[config.mk]
export PLATFORM = sky130hd
export DESIGN_NAME = mtsf_core
export DESIGN_NICKNAME = d
export VERILOG_FILES = /design/src/rtl/mtsf_buf.v /design/src/rtl/mtsf_core.v
export VERILOG_INCLUDE_DIRS = /design/src /design/src/rtl
export SDC_FILE = /design/constraint.sdc
export NUM_CORES = 1
export LEC_CHECK = 0
export BUFFER_PORTS_ARGS = -buffer_cell sky130_fd_sc_hd__buf_2
export CAP_MARGIN = 25
export CORE_ASPECT_RATIO = 0.9
export CORE_MARGIN = 2
export CORE_UTILIZATION = 57
export CTS_CLUSTER_DIAMETER = 120
export CTS_CLUSTER_SIZE = 40
export DETAILED_ROUTE_END_ITERATION = 10
export PLACE_DENSITY = 0.81
export SYNTH_ARGS = -nofsm -noshare
export SYNTH_HDL_FRONTEND = slang
export SYNTH_SLANG_ARGS = --single-unit
[constraint.sdc]
create_clock -name clock_i -period 3.8 [get_ports clock_i]
set_clock_uncertainty 0.1 [all_clocks]
set_input_delay 0 -clock clock_i [delete_from_list [all_inputs] [get_ports clock_i]]
set_output_delay 0 -clock clock_i [all_outputs]
set_load 0.03 [all_outputs]
[src/rtl/mtsf_defines.vh]
// Constants of the Modbus TCP server framing block
`ifndef MTSF_DEFINES_VH
`define MTSF_DEFINES_VH

// ----------------------------------------
// Function and exception codes
// ----------------------------------------
`define MTSF_FC_RD 8'h03
`define MTSF_FC_WR 8'h10
`define MTSF_FC_LOG 8'h46
`define MTSF_FC_ERR 8'h80
`define MTSF_EX_FUNC 8'h01
`define MTSF_EX_ADDR 8'h02
`define MTSF_EX_DATA 8'h03
`define MTSF_EX_BUSY 8'h06

// ----------------------------------------
// Header fields
// ----------------------------------------
`define MTSF_UNIT_ZERO 8'h00
`define MTSF_UNIT_ALL 8'hff
`define MTSF_PROTO_ID 8'h00
`define MTSF_MAX_QTY 16'h007d
`define MTSF_LEN_OFS 16'h0005
`define MTSF_LEN_WR_EXTRA 16'h0007

// ----------------------------------------
// Byte positions in a frame
// ----------------------------------------
`define MTSF_POS_TID_H 16'h0000
`define MTSF_POS_TID_L 16'h0001
`define MTSF_POS_PRO_H 16'h0002
`define MTSF_POS_PRO_L 16'h0003
`define MTSF_POS_LEN_H 16'h0004
`define MTSF_POS_LEN_L 16'h0005
`define MTSF_POS_UNIT 16'h0006
`define MTSF_POS_FC 16'h0007
`define MTSF_POS_ST_H 16'h0008
`define MTSF_POS_ST_L 16'h0009
`define MTSF_POS_QTY_H 16'h000a
`define MTSF_POS_QTY_L 16'h000b
`define MTSF_POS_BCNT 16'h000c
`define MTSF_POS_DATA 16'h000d

// ----------------------------------------
// Response lengths and buffer
// ----------------------------------------
`define MTSF_RLEN_ERR 16'h0003
`define MTSF_RLEN_PAIR 16'h0006
`define MTSF_RLEN_RD 16'h0003
`define MTSF_BUF_DEPTH 2

`endif

[src/rtl/mtsf_buf.v]
// Small shift buffer between the response generator and the link
`timescale 1ns/10ps

module mtsf_buf #(
  parameter WIDTH = 9,
  parameter DEPTH = 2
) (
  input wire clock_i, // System clock
  input wire reset_i, // Synchronous reset
  input wire ce_i, // Clock enable
  input wire [WIDTH-1:0] in_data_i, // Word in
  input wire in_valid_i, // Word in valid
  output wire in_ready_o, // Room for a word
  output wire [WIDTH-1:0] out_data_o, // Head word
  output wire out_valid_o, // Head valid
  input wire out_ready_i // Head taken
);

  reg [DEPTH*WIDTH-1:0] mem_q;
  reg [DEPTH*WIDTH-1:0] mem_d;
  reg [DEPTH-1:0] vld_q;
  reg [DEPTH-1:0] vld_d;
  reg pop;
  reg push;
  reg done;
  integer i;

  // ----------------------------------------
  // Shift on pop, fill first free slot
  // ----------------------------------------
  always @* begin
    pop = out_ready_i & vld_q[0];
    push = in_valid_i & ~vld_q[DEPTH-1];
    vld_d = pop ? (vld_q >> 1) : vld_q;
    mem_d = pop ? (mem_q >> WIDTH) : mem_q;
    done = 1'b0;
    for (i = 0; i < DEPTH; i = i + 1) begin
      if (push && !done && !vld_d[i]) begin
        vld_d[i] = 1'b1;
        mem_d[i*WIDTH +: WIDTH] = in_data_i;
        done = 1'b1;
      end
    end
  end

  always @(posedge clock_i) begin
    if (reset_i) begin
      vld_q <= {DEPTH{1'b0}};
      mem_q <= {(DEPTH*WIDTH){1'b0}};
    end else if (ce_i) begin
      vld_q <= vld_d;
      mem_q <= mem_d;
    end
  end

  assign in_ready_o = ~vld_q[DEPTH-1];
  assign out_data_o = mem_q[WIDTH-1:0];
  assign out_valid_o = vld_q[0];

endmodule // mtsf_buf

[src/rtl/mtsf_core.v]
// Modbus TCP server framing: query parser, store access, response builder
`timescale 1ns/10ps
`include "mtsf_defines.vh"

// Contract
// - Response copies the query's 16-bit transaction identifier, high byte first.
// - Nonzero protocol identifier drops the query silently; responses carry zero.
// - Length field counts bytes from unit identifier through last data byte.
// - Bad function, address or data yields an error response instead.
// - Error function byte is requested function plus 80 hex, header kept.
// - Error response ends with one exception-code byte.
// - Drive-profile access uses only read (03) and multi-write (10).
// - Drive-profile start address is the object index; sub-indices follow consecutively.
// - A 32-bit sub-index takes two registers, most significant word first.
// - Sub-index 0 reads the highest sub-index; data sent high byte first.
// - Successful multi-write answers length six echoing unit, function, start, quantity.
// - Log query has length two; answer length six, start and count.
// - Outside drive profile, address field is holding register number minus 40001.
// - Log records only 03, 06, 10 accesses; else reports zero start and count. Code logs 03 and 10 only; 06 gets exception 01.
// - Exception codes: 01 function, 02 address, 03 data, 06 busy.
module mtsf_core #(
  parameter MAX_QTY = `MTSF_MAX_QTY,
  parameter BUF_DEPTH = `MTSF_BUF_DEPTH
) (
  input wire clock_i, // System clock, 25 MHz
  input wire reset_i, // Synchronous reset, active high
  input wire ce_i, // Clock enable, freezes all state when low
  input wire [7:0] rx_data_i, // Query byte
  input wire rx_valid_i, // Query byte valid
  output wire rx_ready_o, // Query byte accepted
  output wire [7:0] tx_data_o, // Response byte
  output wire tx_last_o, // Last byte of response
  output wire tx_valid_o, // Response byte valid
  input wire tx_ready_i, // Response byte taken
  output wire acc_req_o, // Store access strobe
  output wire acc_we_o, // Store access is a write
  output wire [15:0] acc_addr_o, // Register address field value
  output wire [15:0] acc_wdata_o, // Register write data
  input wire [15:0] acc_rdata_i, // Register read data, same cycle
  input wire acc_ok_i, // Register exists and is accessible
  input wire acc_busy_i // Store busy with other work
);

  localparam [1:0] S_RECV = 2'd0;
  localparam [1:0] S_EVAL = 2'd1;
  localparam [1:0] S_SCAN = 2'd2;
  localparam [1:0] S_SEND = 2'd3;

  reg [1:0] st_q;
  reg rdy_q;
  reg [15:0] pos_q;
  reg [15:0] tid_q;
  reg pbad_q;
  reg [15:0] len_q;
  reg [7:0] unit_q;
  reg [7:0] fc_q;
  reg [15:0] start_q;
  reg [15:0] qty_q;
  reg [7:0] bcnt_q;
  reg [7:0] hi_q;
  reg [15:0] okc_q;
  reg busy_q;
  reg err_q;
  reg [7:0] exc_q;
  reg [15:0] rlen_q;
  reg [15:0] ra_q;
  reg [15:0] rb_q;
  reg [15:0] log_st_q;
  reg [15:0] log_cnt_q;
  reg [15:0] w_q;
  reg [15:0] tp_q;
  reg have_q;
  reg [15:0] wd_q;
  reg req_q;
  reg we_q;
  reg [15:0] addr_q;
  reg [15:0] wdata_q;

  reg [7:0] src_byte;
  reg src_need;
  wire src_last;
  wire src_valid;
  wire buf_ready;
  wire [15:0] p;
  wire [15:0] dofs;
  wire rx_take;

  // ----------------------------------------
  // Helpers
  // ----------------------------------------
  function qty_bad;
    input [15:0] q;
    begin
      qty_bad = (q == 16'h0000) || (q > MAX_QTY[15:0]);
    end
  endfunction

  function [7:0] pick;
    input [15:0] wd;
    input lo;
    begin
      pick = lo ? wd[7:0] : wd[15:8];
    end
  endfunction

  assign rx_take = (st_q == S_RECV) && rdy_q && rx_valid_i;
  assign dofs = pos_q - `MTSF_POS_DATA;
  assign p = tp_q - `MTSF_POS_ST_H;
  assign src_last = ({1'b0, tp_q} == {1'b0, rlen_q} + {1'b0, `MTSF_LEN_OFS});
  assign src_valid = (st_q == S_SEND) && !(src_need && !have_q);

  // ----------------------------------------
  // Response byte generator
  // ----------------------------------------
  always @* begin
    src_need = 1'b0;
    src_byte = 8'h00;
    if (tp_q == `MTSF_POS_TID_H) begin
      src_byte = tid_q[15:8];
    end else if (tp_q == `MTSF_POS_TID_L) begin
      src_byte = tid_q[7:0];
    end else if (tp_q == `MTSF_POS_PRO_H || tp_q == `MTSF_POS_PRO_L) begin
      src_byte = `MTSF_PROTO_ID;
    end else if (tp_q == `MTSF_POS_LEN_H) begin
      src_byte = rlen_q[15:8];
    end else if (tp_q == `MTSF_POS_LEN_L) begin
      src_byte = rlen_q[7:0];
    end else if (tp_q == `MTSF_POS_UNIT) begin
      src_byte = unit_q;
    end else if (tp_q == `MTSF_POS_FC) begin
      src_byte = err_q ? (fc_q | `MTSF_FC_ERR) : fc_q;
    end else if (err_q) begin
      src_byte = exc_q;
    end else if (fc_q == `MTSF_FC_RD) begin
      if (p == 16'h0000) begin
        src_byte = bcnt_q;
      end else begin
        src_need = p[0];
        src_byte = pick(wd_q, ~(p[0]));
      end
    end else if (p[15:1] == 15'h0000) begin
      src_byte = pick(ra_q, p[0]);
    end else begin
      src_byte = pick(rb_q, p[0]);
    end
  end

  // ----------------------------------------
  // Main sequencer
  // ----------------------------------------
  always @(posedge clock_i) begin
    if (reset_i) begin
      st_q <= S_RECV;
      rdy_q <= 1'b1;
      pos_q <= 16'h0000;
      tid_q <= 16'h0000;
      pbad_q <= 1'b0;
      len_q <= 16'h0000;
      unit_q <= 8'h00;
      fc_q <= 8'h00;
      start_q <= 16'h0000;
      qty_q <= 16'h0000;
      bcnt_q <= 8'h00;
      hi_q <= 8'h00;
      okc_q <= 16'h0000;
      busy_q <= 1'b0;
      err_q <= 1'b0;
      exc_q <= 8'h00;
      rlen_q <= 16'h0000;
      ra_q <= 16'h0000;
      rb_q <= 16'h0000;
      log_st_q <= 16'h0000;
      log_cnt_q <= 16'h0000;
      w_q <= 16'h0000;
      tp_q <= 16'h0000;
      have_q <= 1'b0;
      wd_q <= 16'h0000;
      req_q <= 1'b0;
      we_q <= 1'b0;
      addr_q <= 16'h0000;
      wdata_q <= 16'h0000;
    end else if (ce_i) begin
      req_q <= 1'b0;
      case (st_q)
        S_RECV: begin
          if (req_q && we_q) begin
            okc_q <= okc_q + {15'h0000, acc_ok_i};
            busy_q <= busy_q | acc_busy_i;
          end
          if (rx_take) begin
            pos_q <= pos_q + 16'h0001;
            if (pos_q == `MTSF_POS_TID_H) tid_q[15:8] <= rx_data_i;
            else if (pos_q == `MTSF_POS_TID_L) tid_q[7:0] <= rx_data_i;
            else if (pos_q == `MTSF_POS_PRO_H || pos_q == `MTSF_POS_PRO_L)
              pbad_q <= pbad_q | (rx_data_i != `MTSF_PROTO_ID);
            else if (pos_q == `MTSF_POS_LEN_H) len_q[15:8] <= rx_data_i;
            else if (pos_q == `MTSF_POS_LEN_L) len_q[7:0] <= rx_data_i;
            else if (pos_q == `MTSF_POS_UNIT) unit_q <= rx_data_i;
            else if (pos_q == `MTSF_POS_FC) fc_q <= rx_data_i;
            else if (pos_q == `MTSF_POS_ST_H) start_q[15:8] <= rx_data_i;
            else if (pos_q == `MTSF_POS_ST_L) start_q[7:0] <= rx_data_i;
            else if (pos_q == `MTSF_POS_QTY_H) qty_q[15:8] <= rx_data_i;
            else if (pos_q == `MTSF_POS_QTY_L) qty_q[7:0] <= rx_data_i;
            else if (pos_q == `MTSF_POS_BCNT) bcnt_q <= rx_data_i;
            else if (!dofs[0]) hi_q <= rx_data_i;
            else if (fc_q == `MTSF_FC_WR && !pbad_q && !qty_bad(qty_q) &&
                     {8'h00, bcnt_q} == {qty_q[14:0], 1'b0} && dofs[15:1] < qty_q[14:0]) begin
              req_q <= 1'b1;
              we_q <= 1'b1;
              addr_q <= start_q + {1'b0, dofs[15:1]};
              wdata_q <= {hi_q, rx_data_i};
            end
            // Frame ends after the byte count given by the length field
            if (pos_q >= `MTSF_POS_FC && {1'b0, pos_q} >= {1'b0, len_q} + {1'b0, `MTSF_LEN_OFS}) begin
              rdy_q <= 1'b0;
              st_q <= S_EVAL;
            end
          end
        end
        S_EVAL: begin
          if (req_q && we_q) begin
            okc_q <= okc_q + {15'h0000, acc_ok_i};
            busy_q <= busy_q | acc_busy_i;
          end
          tp_q <= 16'h0000;
          w_q <= 16'h0000;
          have_q <= 1'b0;
          err_q <= 1'b0;
          rlen_q <= `MTSF_RLEN_PAIR;
          ra_q <= start_q;
          rb_q <= qty_q;
          if (req_q && we_q) begin
            st_q <= S_EVAL;
          end else if (pbad_q || (unit_q != `MTSF_UNIT_ZERO && unit_q != `MTSF_UNIT_ALL)) begin
            st_q <= S_RECV;
          end else if (fc_q == `MTSF_FC_RD) begin
            if (qty_bad(qty_q)) begin
              err_q <= 1'b1;
              exc_q <= `MTSF_EX_DATA;
            end
            st_q <= qty_bad(qty_q) ? S_SEND : S_SCAN;
          end else if (fc_q == `MTSF_FC_WR) begin
            st_q <= S_SEND;
            if (qty_bad(qty_q) || {8'h00, bcnt_q} != {qty_q[14:0], 1'b0} ||
                len_q != {8'h00, bcnt_q} + `MTSF_LEN_WR_EXTRA) begin
              err_q <= 1'b1;
              exc_q <= `MTSF_EX_DATA;
            end else if (busy_q) begin
              err_q <= 1'b1;
              exc_q <= `MTSF_EX_BUSY;
            end else if (okc_q == 16'h0000) begin
              err_q <= 1'b1;
              exc_q <= `MTSF_EX_ADDR;
            end else begin
              log_st_q <= start_q;
              log_cnt_q <= okc_q;
            end
          end else if (fc_q == `MTSF_FC_LOG) begin
            st_q <= S_SEND;
            ra_q <= log_st_q;
            rb_q <= log_cnt_q;
          end else begin
            st_q <= S_SEND;
            err_q <= 1'b1;
            exc_q <= `MTSF_EX_FUNC;
          end
          // Errors and other functions clear the log
          if (!(req_q && we_q) && !(fc_q == `MTSF_FC_RD && !qty_bad(qty_q))) begin
            if (!(fc_q == `MTSF_FC_WR && !qty_bad(qty_q) && !busy_q && okc_q != 16'h0000 &&
                {8'h00, bcnt_q} == {qty_q[14:0], 1'b0} &&
                len_q == {8'h00, bcnt_q} + `MTSF_LEN_WR_EXTRA)) begin
              log_st_q <= 16'h0000;
              log_cnt_q <= 16'h0000;
            end
          end
          if (!(req_q && we_q)) begin
            okc_q <= 16'h0000;
            busy_q <= 1'b0;
            pbad_q <= 1'b0;
            pos_q <= 16'h0000;
            if (pbad_q || (unit_q != `MTSF_UNIT_ZERO && unit_q != `MTSF_UNIT_ALL)) rdy_q <= 1'b1;
          end
        end
        S_SCAN: begin
          // Pre-read pass counts accessible registers before answering
          if (req_q) begin
            okc_q <= okc_q + {15'h0000, acc_ok_i};
            busy_q <= busy_q | acc_busy_i;
            w_q <= w_q + 16'h0001;
          end else if (w_q == qty_q) begin
            st_q <= S_SEND;
            w_q <= 16'h0000;
            rlen_q <= `MTSF_RLEN_RD + {qty_q[14:0], 1'b0};
            bcnt_q <= {qty_q[6:0], 1'b0};
            if (busy_q) begin
              err_q <= 1'b1;
              exc_q <= `MTSF_EX_BUSY;
            end else if (okc_q == 16'h0000) begin
              err_q <= 1'b1;
              exc_q <= `MTSF_EX_ADDR;
            end
            log_st_q <= (busy_q || okc_q == 16'h0000) ? 16'h0000 : start_q;
            log_cnt_q <= (busy_q || okc_q == 16'h0000) ? 16'h0000 : okc_q;
            okc_q <= 16'h0000;
            busy_q <= 1'b0;
          end else begin
            req_q <= 1'b1;
            we_q <= 1'b0;
            addr_q <= start_q + w_q;
          end
        end
        default: begin
          if (err_q) rlen_q <= `MTSF_RLEN_ERR;
          if (src_need && !have_q) begin
            if (req_q) begin
              wd_q <= acc_ok_i ? acc_rdata_i : 16'h0000;
              have_q <= 1'b1;
              w_q <= w_q + 16'h0001;
            end else begin
              req_q <= 1'b1;
              we_q <= 1'b0;
              addr_q <= start_q + w_q;
            end
          end else if (src_valid && buf_ready && !(err_q && rlen_q != `MTSF_RLEN_ERR)) begin
            tp_q <= tp_q + 16'h0001;
            if (!src_need && fc_q == `MTSF_FC_RD && tp_q != `MTSF_POS_ST_H) have_q <= 1'b0;
            if (src_last) begin
              st_q <= S_RECV;
              rdy_q <= 1'b1;
            end
          end
        end
      endcase
    end
  end

  // ----------------------------------------
  // Output buffer
  // ----------------------------------------
  mtsf_buf #(
    .WIDTH(9),
    .DEPTH(BUF_DEPTH)
  ) u_buf (
    .clock_i(clock_i),
    .reset_i(reset_i),
    .ce_i(ce_i),
    .in_data_i({src_last, src_byte}),
    .in_valid_i(src_valid && !(err_q && rlen_q != `MTSF_RLEN_ERR)),
    .in_ready_o(buf_ready),
    .out_data_o({tx_last_o, tx_data_o}),
    .out_valid_o(tx_valid_o),
    .out_ready_i(tx_ready_i)
  );

  assign rx_ready_o = rdy_q;
  assign acc_req_o = req_q;
  assign acc_we_o = we_q;
  assign acc_addr_o = addr_q;
  assign acc_wdata_o = wdata_q;

endmodule // mtsf_core

==> Word level (Yosys, flattened, before mapping) <==
Index checks and enable logic that the tools add are counted.
Widths: inputs -> output; s select.
{ "totals": {"register_bits": 325, "in_bits": 31, "output_inout_bits": 45} }
{ "classes": {"n_addsub": 12, "order_cmp": 4, "n_eq_ne": 68, "muxes": 226, "n_bitwise": 23, "reduce_logical": 105} }
{ "op_table": {"columns": ["op", "count"], "rows": [
  ["$mux 16", 68],
  ["$mux 8", 41],
  ["$pmux 16 s3", 4],
  ["$eq 16x3->1 const B", 8],
  ["$pmux 16 s2", 4],
  ["$mux 1", 86],
  ["$eq 16x4->1 const B", 5],
  ["$logic_not 16->1", 5],
  ["$eq 16x2->1 const B", 4],
  ["$add 16x1->16 const B", 3],
  ["$ne 2x2->1 const B", 20],
  ["$add 16x3->17 const B", 2],
  ["$reduce_and 17->1", 2],
  ["$eq 16x1->1 const B", 2],
  ["$pmux 8 s2", 2],
  ["$sub 16x4->16 const B", 2],
  ["$logic_and 1x1->1", 27],
  ["$reduce_bool 3->1", 9],
  ["$reduce_and 5->1", 5],
  ["$reduce_and 4->1", 6],
  ["$reduce_and 8->1", 3],
  ["$reduce_and 21->1", 1],
  ["$mux 2", 10],
  ["$not 1->1", 19],
  ["other kinds (54)", 100]
]} }

==> Logic depth before layout (Yosys ltp) <==
Gate-level depths: netlist of the first run.
{ "logic_depth": {"word_depth": 24, "depth_mapped": 17, "ltp_nobuf": 15} }

==> Modules after synthesis <==
A second synthesis of the first run with hierarchy kept.
{ "unflattened": {"cells_unflattened": 2228, "hier_area_um2": 18610.3} }
{ "by_module_without_submodules": {"columns": ["mod", "instances", "cells_each", "area_per_inst_um2", "seq_area_each_um2"], "rows": [
  ["mtsf_core", 1, 2130, 17675.7, 6105.9],
  ["mtsf_buf", 1, 98, 934.6, 400.4]
]} }

==> Worst setup path after synthesis of the first run <==
No wires, ideal clock.
{ "synth_timing": {"path_kind": "flip-flop to flip-flop", "start": "register pos_q[4]", "end": "register wdata_q[5] (netlist: acc_wdata_o[5])", "t_arrival_ns": 3.842, "setup_slack_ns": -0.269, "stages_incl_launch_ff": 17, "n_path_buf": 3, "period_less_slack_ns": 4.069, "cell_sequence": "dfxtp_1 > clkbuf_1 > or4_1 > nor3_1 > nor2b_1 > xor2_1 > ha_1 > a21o_1 > a21oi_1 > nand2_1 > o21ai_0 > nor2_1 > or4b_2 > clkbuf_1 > buf_2 > mux2i_1 > nor2_1"} }
{ "synth_via": {"elab_chain_cells": 4, "elab_cells_between_ends": 30, "classes_between": "add/sub: 1; order compare: 1; eq/ne: 12; bitwise: 12; reduce/logical: 4"} }
{ "synth_lines": {"columns": ["item", "line_no", "rtl"], "rows": [
  ["from (decl)", "mtsf_core.v:51", "reg [15:0] pos_q;"],
  ["from (signal assigned)", "mtsf_core.v:191", "pos_q <= pos_q + 16'h0001;"],
  ["$sub 16x4->16 (no line) or $eq 16x2->1 (tied branches)", null, null],
  ["$lt 15x15->1 or $logic_or 1x1->1 (tied branches)", null, null],
  ["$logic_and 1x1->1 or $not 1->1 (tied branches)", null, null],
  ["$reduce_and 17->1 (no line) *", null, null],
  ["to (signal assigned)", "mtsf_core.v:211", "wdata_q <= {hi_q, rx_data_i};"],
  ["to (decl)", "mtsf_core.v:77", "reg [15:0] wdata_q;"]
]} }
Mark *: on every way between the ends. The rest lies on a longest branch, timed or not.
A chain may end at the register's enable or synchronous reset.

==> Final worst setup path of the first run <==
{ "layout_timing": {"start": "register pos_q[7]", "end": "register addr_q[1] (netlist: acc_addr_o[1])"} }
{ "layout_via": {"elab_chain_cells": 5, "elab_cells_between_ends": 31, "classes_between": "add/sub: 1; order compare: 1; eq/ne: 25; reduce/logical: 4"} }
{ "layout_lines": {"columns": ["item", "line_no", "rtl"], "rows": [
  ["$sub 16x4->16 (no line)", null, null],
  ["$lt 15x15->1", "mtsf_core.v:207", "{8'h00, bcnt_q} == {qty_q[14:0], 1'b0} && dofs[15:1] < qty_q[14:0]) begin"],
  ["$logic_and 1x1->1", "mtsf_core.v:206", "else if (fc_q == `MTSF_FC_WR && !pbad_q && !qty_bad(qty_q) &&"],
  ["$ne 2x1->1 (no line)", null, null],
  ["$reduce_and 21->1 (no line) *", null, null],
  ["to (signal assigned)", "mtsf_core.v:210", "addr_q <= start_q + {1'b0, dofs[15:1]};"],
  ["to (signal assigned)", "mtsf_core.v:309", "addr_q <= start_q + w_q;"],
  ["to (signal assigned)", "mtsf_core.v:322", "addr_q <= start_q + w_q;"],
  ["to (decl)", "mtsf_core.v:76", "reg [15:0] addr_q;"]
]} }
Marked as above.

==> results.md, run 1 <==
* Status: completed
* Number of routed nets with antenna violations at 0
* Avg Vias per Cell at 6.46
* CP Cell Sequence: or4_4, nor3_4, nor2b_4, nand3b_1, xnor2_2, ha_1, a21o_1, a21oi_2, o21ai_1, nor2_1, buf_4, o221ai_2, a211oi_4, buf_6, clkbuf_16, mux2i_2, nor2_1
* Initial DRC count at 1975
* Clock power share at 0.324
* CP max stage delay at 560 ps
* CP Buf/Inv Count at 3
* Worst-Skew Late Latency at 540 ps
* Fin. max-slew vios at 0
* DRT Pass-1 Iters at 6
* Port buffer count at 75
* Switch share at 0.240
* Pwr/cell area at 264 nW/um^2
* NetSw at 0.00131 W
* Hpwl dp at 43600 um
* CP Depth at 17
* First-pass GRT wire length at 93600 um
* # fillers at 2674
* Remaining Overflow, GRT at 0
* Rows at 62
* Root Buffer: clkbuf_16
* GP Congestion at 0.981
* RSZ-0062 raised after global routing: true
* Post-synthesis async set-or-reset flop share at 0
* Total power at 0.00545 W
* Worst Setup Path Type: flop to flop
* R2r worst-path depth at 17
* Synthesized flop and latch total at 325
* Die Y-Extent at 176 um
* Sequential Area at 6510 sq um
* Layout area overhead at 10.7%
* Type of the most critical hold path: input pin to flop
* Max-Cap Viols at 0
* CP max stage cell: or4_4
* WP data arrival at 4100 ps
* Final design utilization at 0.644
* Reg power frac at 0.628
* Cell count after synthesis at 2254
* Post-synth EDFFs at 0
* Cell Area, Synth at 18700 sq um
* Kind of cell adding the most delay to the critical path: simple AND/OR/NAND/NOR gates
* Hold Crit Depth at 4
* H-tree Lvls at 1
* Area of the multi-input gates at 11400 sq um
* Detailed Route WL at 60300 um
* Pin count of the biggest net entering global routing at 89
* Period utilization at 1.00
* Logic pwr share at 0.048
* CTS clk-pin slew, worst paths at 150 ps
* Clock buffer depth at 3
* Vias in the first global route at 16802
* IO Pins at 76
* Setup crit start kind: flop
* Placeable Area at 32100 sq um
* Number of warnings issued by yosys at 0
* Seq/Total Area, Yosys at 0.348
* Fin nets at 2422
* Share of layout cells above drive strength 1 at 0.119
* Residual DRC count at 0
* Main synth FF type: dfxtp_1
* F_max at 263 MHz
* Synth Net Count at 2358
* Max IR drop VDD at 305 uV
* Rel. slew slack at 0.392
* GR Util All Layers at 0.342
* Worst-Margin Slew at 912 ps
* CTS tree: built
* CP most frequent cell: nor2_1
* CP Capture Type: flop
* Critical Path RT at 4100 ps
* # setup viols final at 0
* Final TNS setup at 0 ps
* Max FFs per register at 18
* CP max FO at 5
* Vias post-DR at 17707
* CTS Buf Count at 12
* Final Critical Period at 3800 ps
* Distinct cell type count after synthesis at 93
* Initial antenna violation count at 1
* Hold Fails Final Rpt at 0
* Register with the most flip-flops: u_buf.mem_q
* Clock sink total at 325
* Die W at 195 um
* Die footprint at 34300 sq um
* Leak Pwr at 7.88 nW
* Internal power at 0.00415 W
* Drt wl/cell at 22.0 um
* Initial Utilization at 0.582
* Avg Cell Area, Syn at 8.29 sq um
* Reg2reg setup slack at 1 ps
per-layer routing:
metal / share of wire / track usage
met4: 0.042 / 0.139
met5: 0 / 0
met1: 0.41 / 0.451
met3: 0.088 / 0.0555
met2: 0.46 / 0.563
power groups by stage:
stage | combinational (W) | clock (W) | sequential (W)
floorplan | 0.000137 | 0 | 0.00350
global placement | 0.000223 | 0 | 0.00350
detailed placement | 0.000227 | 0 | 0.00350
CTS | 0.000251 | 0.00179 | 0.00342
global route | 0.000277 | 0.00188 | 0.00343
finish | 0.000261 | 0.00177 | 0.00343
tightest hold or removal path, cell delays in order:
cell and delay [ps]:
dlygate4sd3_1 530, buf_2 120, nand3_1 70, a21oi_1 60
layout by cell type, fill, tap and decap left out, types with 37 or more instances in the layout:
cell      count
nor4_1       37
buf_2        74
xnor2_1      95
xor2_1       56
dfxtp_1     319
inv_1        65
ha_1         70
nor3_1       58
buf_4       104
nand2_1     132
nand3_1      86
nand4_1      38
nor2_1      338
o21ai_0      82
mux2i_1     160
a21oi_1     110
a211oi_1     52
logic make-up after synthesis:
kind of cell | count (synthesis) | share of synthesized area
buffers and inverters | 236 | 0.0511
flip-flops | 325 | 0.348
multiplexers | 174 | 0.0977
AO/OA/AOI/OAI | 448 | 0.162
adder cells (fa/ha/maj) | 73 | 0.0493
XOR/XNOR | 154 | 0.0722
AND/OR/NAND/NOR | 844 | 0.219
repair_timing:
item                                    4_1_cts  5_1_grt
pin swaps                                     0       15
gates resized for setup                       3       26
gates cloned                                  0        4
hold buffers                                 33        0
endpoints found under the setup margin        3       37
buffers inserted                              1        7
hold endpoints to repair                    141        0
cells in the mapped netlist, drive strengths merged (8+ instances only):
cell type | instances | area (sq um)
and3 | 15 | 93.8
or3 | 23 | 144
o21ai | 88 | 440
a211oi | 54 | 410
nor2b | 19 | 119
o211ai | 12 | 90.1
nand4 | 39 | 250
nor3 | 60 | 300
ha | 72 | 901
nand2 | 132 | 495
a22oi | 17 | 128
a31oi | 14 | 87.6
xnor2 | 96 | 841
nor2 | 343 | 1300
mux2i | 161 | 1610
a21oi | 114 | 578
a311oi | 8 | 70.1
nand2b | 16 | 100
and4 | 10 | 87.6
nor4 | 43 | 318
a21o | 12 | 90.1
buf | 36 | 204
clkbuf | 134 | 504
and2 | 14 | 87.6
inv | 66 | 248
a22o | 34 | 298
nand3 | 86 | 430
dfxtp | 325 | 6510
o221ai | 8 | 70.1
or4 | 9 | 71.3
xor2 | 58 | 508
final timing paths:
path / startpoint / endpoint
worst max register to register: pos_q[7]$_SDFFE_PP0P_ / acc_addr_o[1]$_SDFFE_PP0P_
worst min-delay path: acc_rdata_i[8] / wd_q[8]$_SDFFE_PP0P_
worst min register to register: u_buf.mem_q[13]$_SDFFE_PP0P_ / u_buf.mem_q[13]$_SDFFE_PP0P_
worst max-delay path: pos_q[7]$_SDFFE_PP0P_ / acc_addr_o[1]$_SDFFE_PP0P_
final cells by class:
cell class,count,share of cell area
multi-input combinational,1693,0.550
tap,416,0.0252
antenna,2,0.000242
clock buffer,13,0.0157
timing repair buffer,220,0.0798
clock inverter,4,0.00212
inverter,66,0.0120
sequential,325,0.315
stage by stage:
step / area, sq um / worst slack (ps) / hold WS (ps) / std cells
floorplan: 18700 / 22.1 / 46.8 / 2254
global placement: 19700 / 115 / 178 / 2675
detailed placement: 19700 / -10.8 / 185 / 2675
CTS: 20500 / 18.1 / 164 / 2726
global route: 20700 / -220 / 186 / 2737
finish: 20700 / 1.10 / 186 / 2739
No activity file was read; power rests on OpenSTA's default activity.
==> inputs of run 2 (changes only) <==
CORE_ASPECT_RATIO = default   (was 0.9)
CTS_CLUSTER_SIZE = default   (was 40)
==> run 2 against run 1 <==
Cell count up 1.9%. Non-clock buffer count shrank 19. Sequential power barely moved. First-iteration DRC count shrank 1.7%. Worst setup slack improved by 51 ps. Clock power increased by 110%.
==> results.md, run 2 (synthesis gave the netlist of run 1 again) <==
* Pwr/cell area at 346 nW/um^2 (+31%)
* Internal power at 0.00570 W (+38%)
* Initial Utilization at 0.577 (-0.00459)
* GP Congestion at 1.01 (+2.6%)
* Initial DRC count at 1942 (-1.7%)
* CP Capture Type: flop
* R2r worst-path depth at 15 (-2)
* Fin. max-slew vios at 0 (unchanged)
* WP data arrival at 4060 ps (-40 ps)
* Type of the most critical hold path: input pin to flop
* Hold Fails Final Rpt at 0 (unchanged)
* Most frequent cells in the layout: nor2_1, dfxtp_1, mux2i_1, nand2_1, a21oi_1
* Hold Path Sink: wd_q[7]$_SDFFE_PP0P_
* CP max stage cell: or4_4
* Drt wl/cell at 22.3 um (+1.4%)
* Worst-Skew Late Latency at 560 ps (+20 ps)
* Leak Pwr at 8.22 nW (+4.2%)
* Hold Worst Slack at 169 ps (-17.4 ps)
* Max-Cap Viols at 0 (unchanged)
* Hpwl dp at 43200 um (-1.1%)
* Period utilization at 0.986 (-0.0134)
* Rows at 66 (+6.5%)
* Root Buffer: clkbuf_16
* CP max stage delay at 570 ps (about the same)
* Max IR drop VDD at 368 uV (+21%)
* GR Util All Layers at 0.358 (+0.0156)
* Area after DPL at 19700 sq um (-0.34%)
* Reg power frac at 0.461 (-0.167)
* Number of routed nets with antenna violations at 0 (unchanged)
* CP most frequent cell: nor2_1
* First-pass GRT wire length at 94900 um (+1.5%)
* Remaining Overflow, GRT at 0 (unchanged)
* Finished Cell Area at 21500 sq um (+3.8%)
* CP Cell Sequence: or4_4, nor3_4, nor2b_4, nand3b_1, xnor2_2, ha_1, a21o_1, a21oi_1, o21ai_1, nor2_1, buf_4, or4b_4, buf_12, mux2i_2, nor2_1
* CTS clk-pin slew, worst paths at 60 ps (-90 ps)
* Critical Path RT at 4120 ps (+20 ps)
* F_max at 267 MHz (+1.4%)
* Worst R2R Start: pos_q[4]$_SDFFE_PP0P_
* DRT Pass-1 Iters at 6 (unchanged)
* Clock power share at 0.502 (+0.178)
* Reg2reg setup slack at 50 ps (+50 ps)
* Residual DRC count at 0 (unchanged)
* Vias in the first global route at 17181 (+2.3%)
* CP max FO at 8 (+3)
* Ant. Diodes at 0 (-2)
* Worst-Margin Slew at 976 ps (+64.3 ps)
* NetSw at 0.00172 W (+31%)
* Worst Slack Setup Final at 51.9 ps (+50.8 ps)
* Port buffer count at 75 (unchanged)
* Die W at 185 um (-5.0%)
* Rel. slew slack at 0.349 (-0.0429)
* Fin nets at 2427 (+0.21%)
* Dpl ws at 21.8 ps (+32.5 ps)
* Max FFs per register at 18 (unchanged)
* Share of layout cells above drive strength 1 at 0.124 (+0.00545)
* Clock buffer depth at 3 (unchanged)
* Setup crit start kind: flop
* Placeable Area at 32400 sq um (+0.79%)
* Commonest non-fill, non-tap cell in the layout: nor2_1
* Layout area overhead at 14.9%
* Hold Crit Depth at 4 (unchanged)
* Vias post-DR at 18047 (+1.9%)
* Register with the most flip-flops: u_buf.mem_q
* Pin count of the biggest net entering global routing at 91 (+2.2%)
* Final TNS setup at 0 ps (unchanged)
* Clock sink total at 325 (unchanged)
* Initial antenna violation count at 0 (-1)
* Final Critical Period at 3750 ps (-50.8 ps)
* Switch share at 0.231 (-0.00831)
* Worst Setup Path Type: flop to flop
* IO Pins at 76 (unchanged)
* Status: completed
* Die Y-Extent at 185 um (+5.3%)
* Die footprint at 34300 sq um (about the same)
* Logic pwr share at 0.036 (-0.012)
* Worst r2r dst: acc_wdata_o[12]$_SDFFE_PP0P_
* Critical hold path startpoint: acc_rdata_i[7]
* Crit path from: pos_q[4]$_SDFFE_PP0P_
* CTS tree: built
* # setup viols final at 0 (unchanged)
* RSZ-0062 raised after global routing: true
* Avg Vias per Cell at 6.47 (about the same)
* H-tree Lvls at 2 (+1)
* Detailed Route WL at 62300 um (+3.3%)
* CTS Buf Count at 36 (+24)
run 2: worst max path at each step:
stage	end	slack (ps)
2_1_floorplan	acc_wdata_o[5]$_SDFFE_PP0P_	20
3_3_place_gp	acc_wdata_o[5]$_SDFFE_PP0P_	170
3_5_place_dp	acc_wdata_o[12]$_SDFFE_PP0P_	20
4_1_cts	acc_addr_o[9]$_SDFFE_PP0P_	100
5_1_grt	acc_wdata_o[14]$_SDFFE_PP0P_	-100
6_report	acc_wdata_o[12]$_SDFFE_PP0P_	50
run 2: repair_timing:
item                                   in CTS  in global routing
cloned                                      0                  3
buffers inserted                            1                  5
pin swaps                                   0                  6
setup endpoints to repair                   1                 48
hold buffers                               32                  0
endpoints found under the hold margin     150                  0
resized for setup                           1                 20
run 2: layout make-up:
| class | instances | area, sq um |
|---|---|---|
| fill | 2611 | 10900 |
| clock inverter | 18 | 282 |
| sequential | 325 | 6510 |
| clock buffer | 45 | 985 |
| multi-input combinational | 1693 | 11400 |
| inverter | 66 | 248 |
| tap | 442 | 553 |
| timing repair buffer | 201 | 1520 |
run 2: per-layer routing:
layer / GRT usage / share of wire / vias to the layer above / wire [um]
li1: - / - / 8167 / -
met1: 0.447 / 0.39 / 8546 / 24000
met2: 0.569 / 0.45 / 1026 / 28100
met3: 0.0745 / 0.095 / 308 / 5920
met4: 0.217 / 0.068 / 0 / 4260
met5: 0 / 0 / - / 0
run 2: metrics by stage:
| stage | total power, W | utilization | cells |
|---|---|---|---|
| finish | 0.00742 | 0.663 | 2790 |
| floorplan | 0.00363 | - | 2254 |
| global placement | 0.00373 | 0.608 | 2686 |
| global route | 0.00757 | 0.663 | 2790 |
| detailed placement | 0.00373 | 0.608 | 2686 |
| CTS | 0.00741 | 0.657 | 2782 |
run 2: power by group through the flow:
stage,Combinational [W],Sequential [W],Clock [W]
after floorplan,0.000137,0.00350,0
after global placement,0.000227,0.00350,0
after detailed placement,0.000229,0.00350,0
after CTS,0.000254,0.00342,0.00374
after global routing,0.000280,0.00342,0.00387
final,0.000268,0.00342,0.00373
run 2: critical path, delay by kind of cell, from the launching register on:
| family | cells | cell delay, ps |
|---|---|---|
| flops | 1 | 320 |
| mux | 1 | 170 |
| simple gates | 7 | 1840 |
| compound gates | 3 | 370 |
| fa+ha+maj | 1 | 310 |
| xor+xnor | 1 | 160 |
| buf+inv | 2 | 340 |
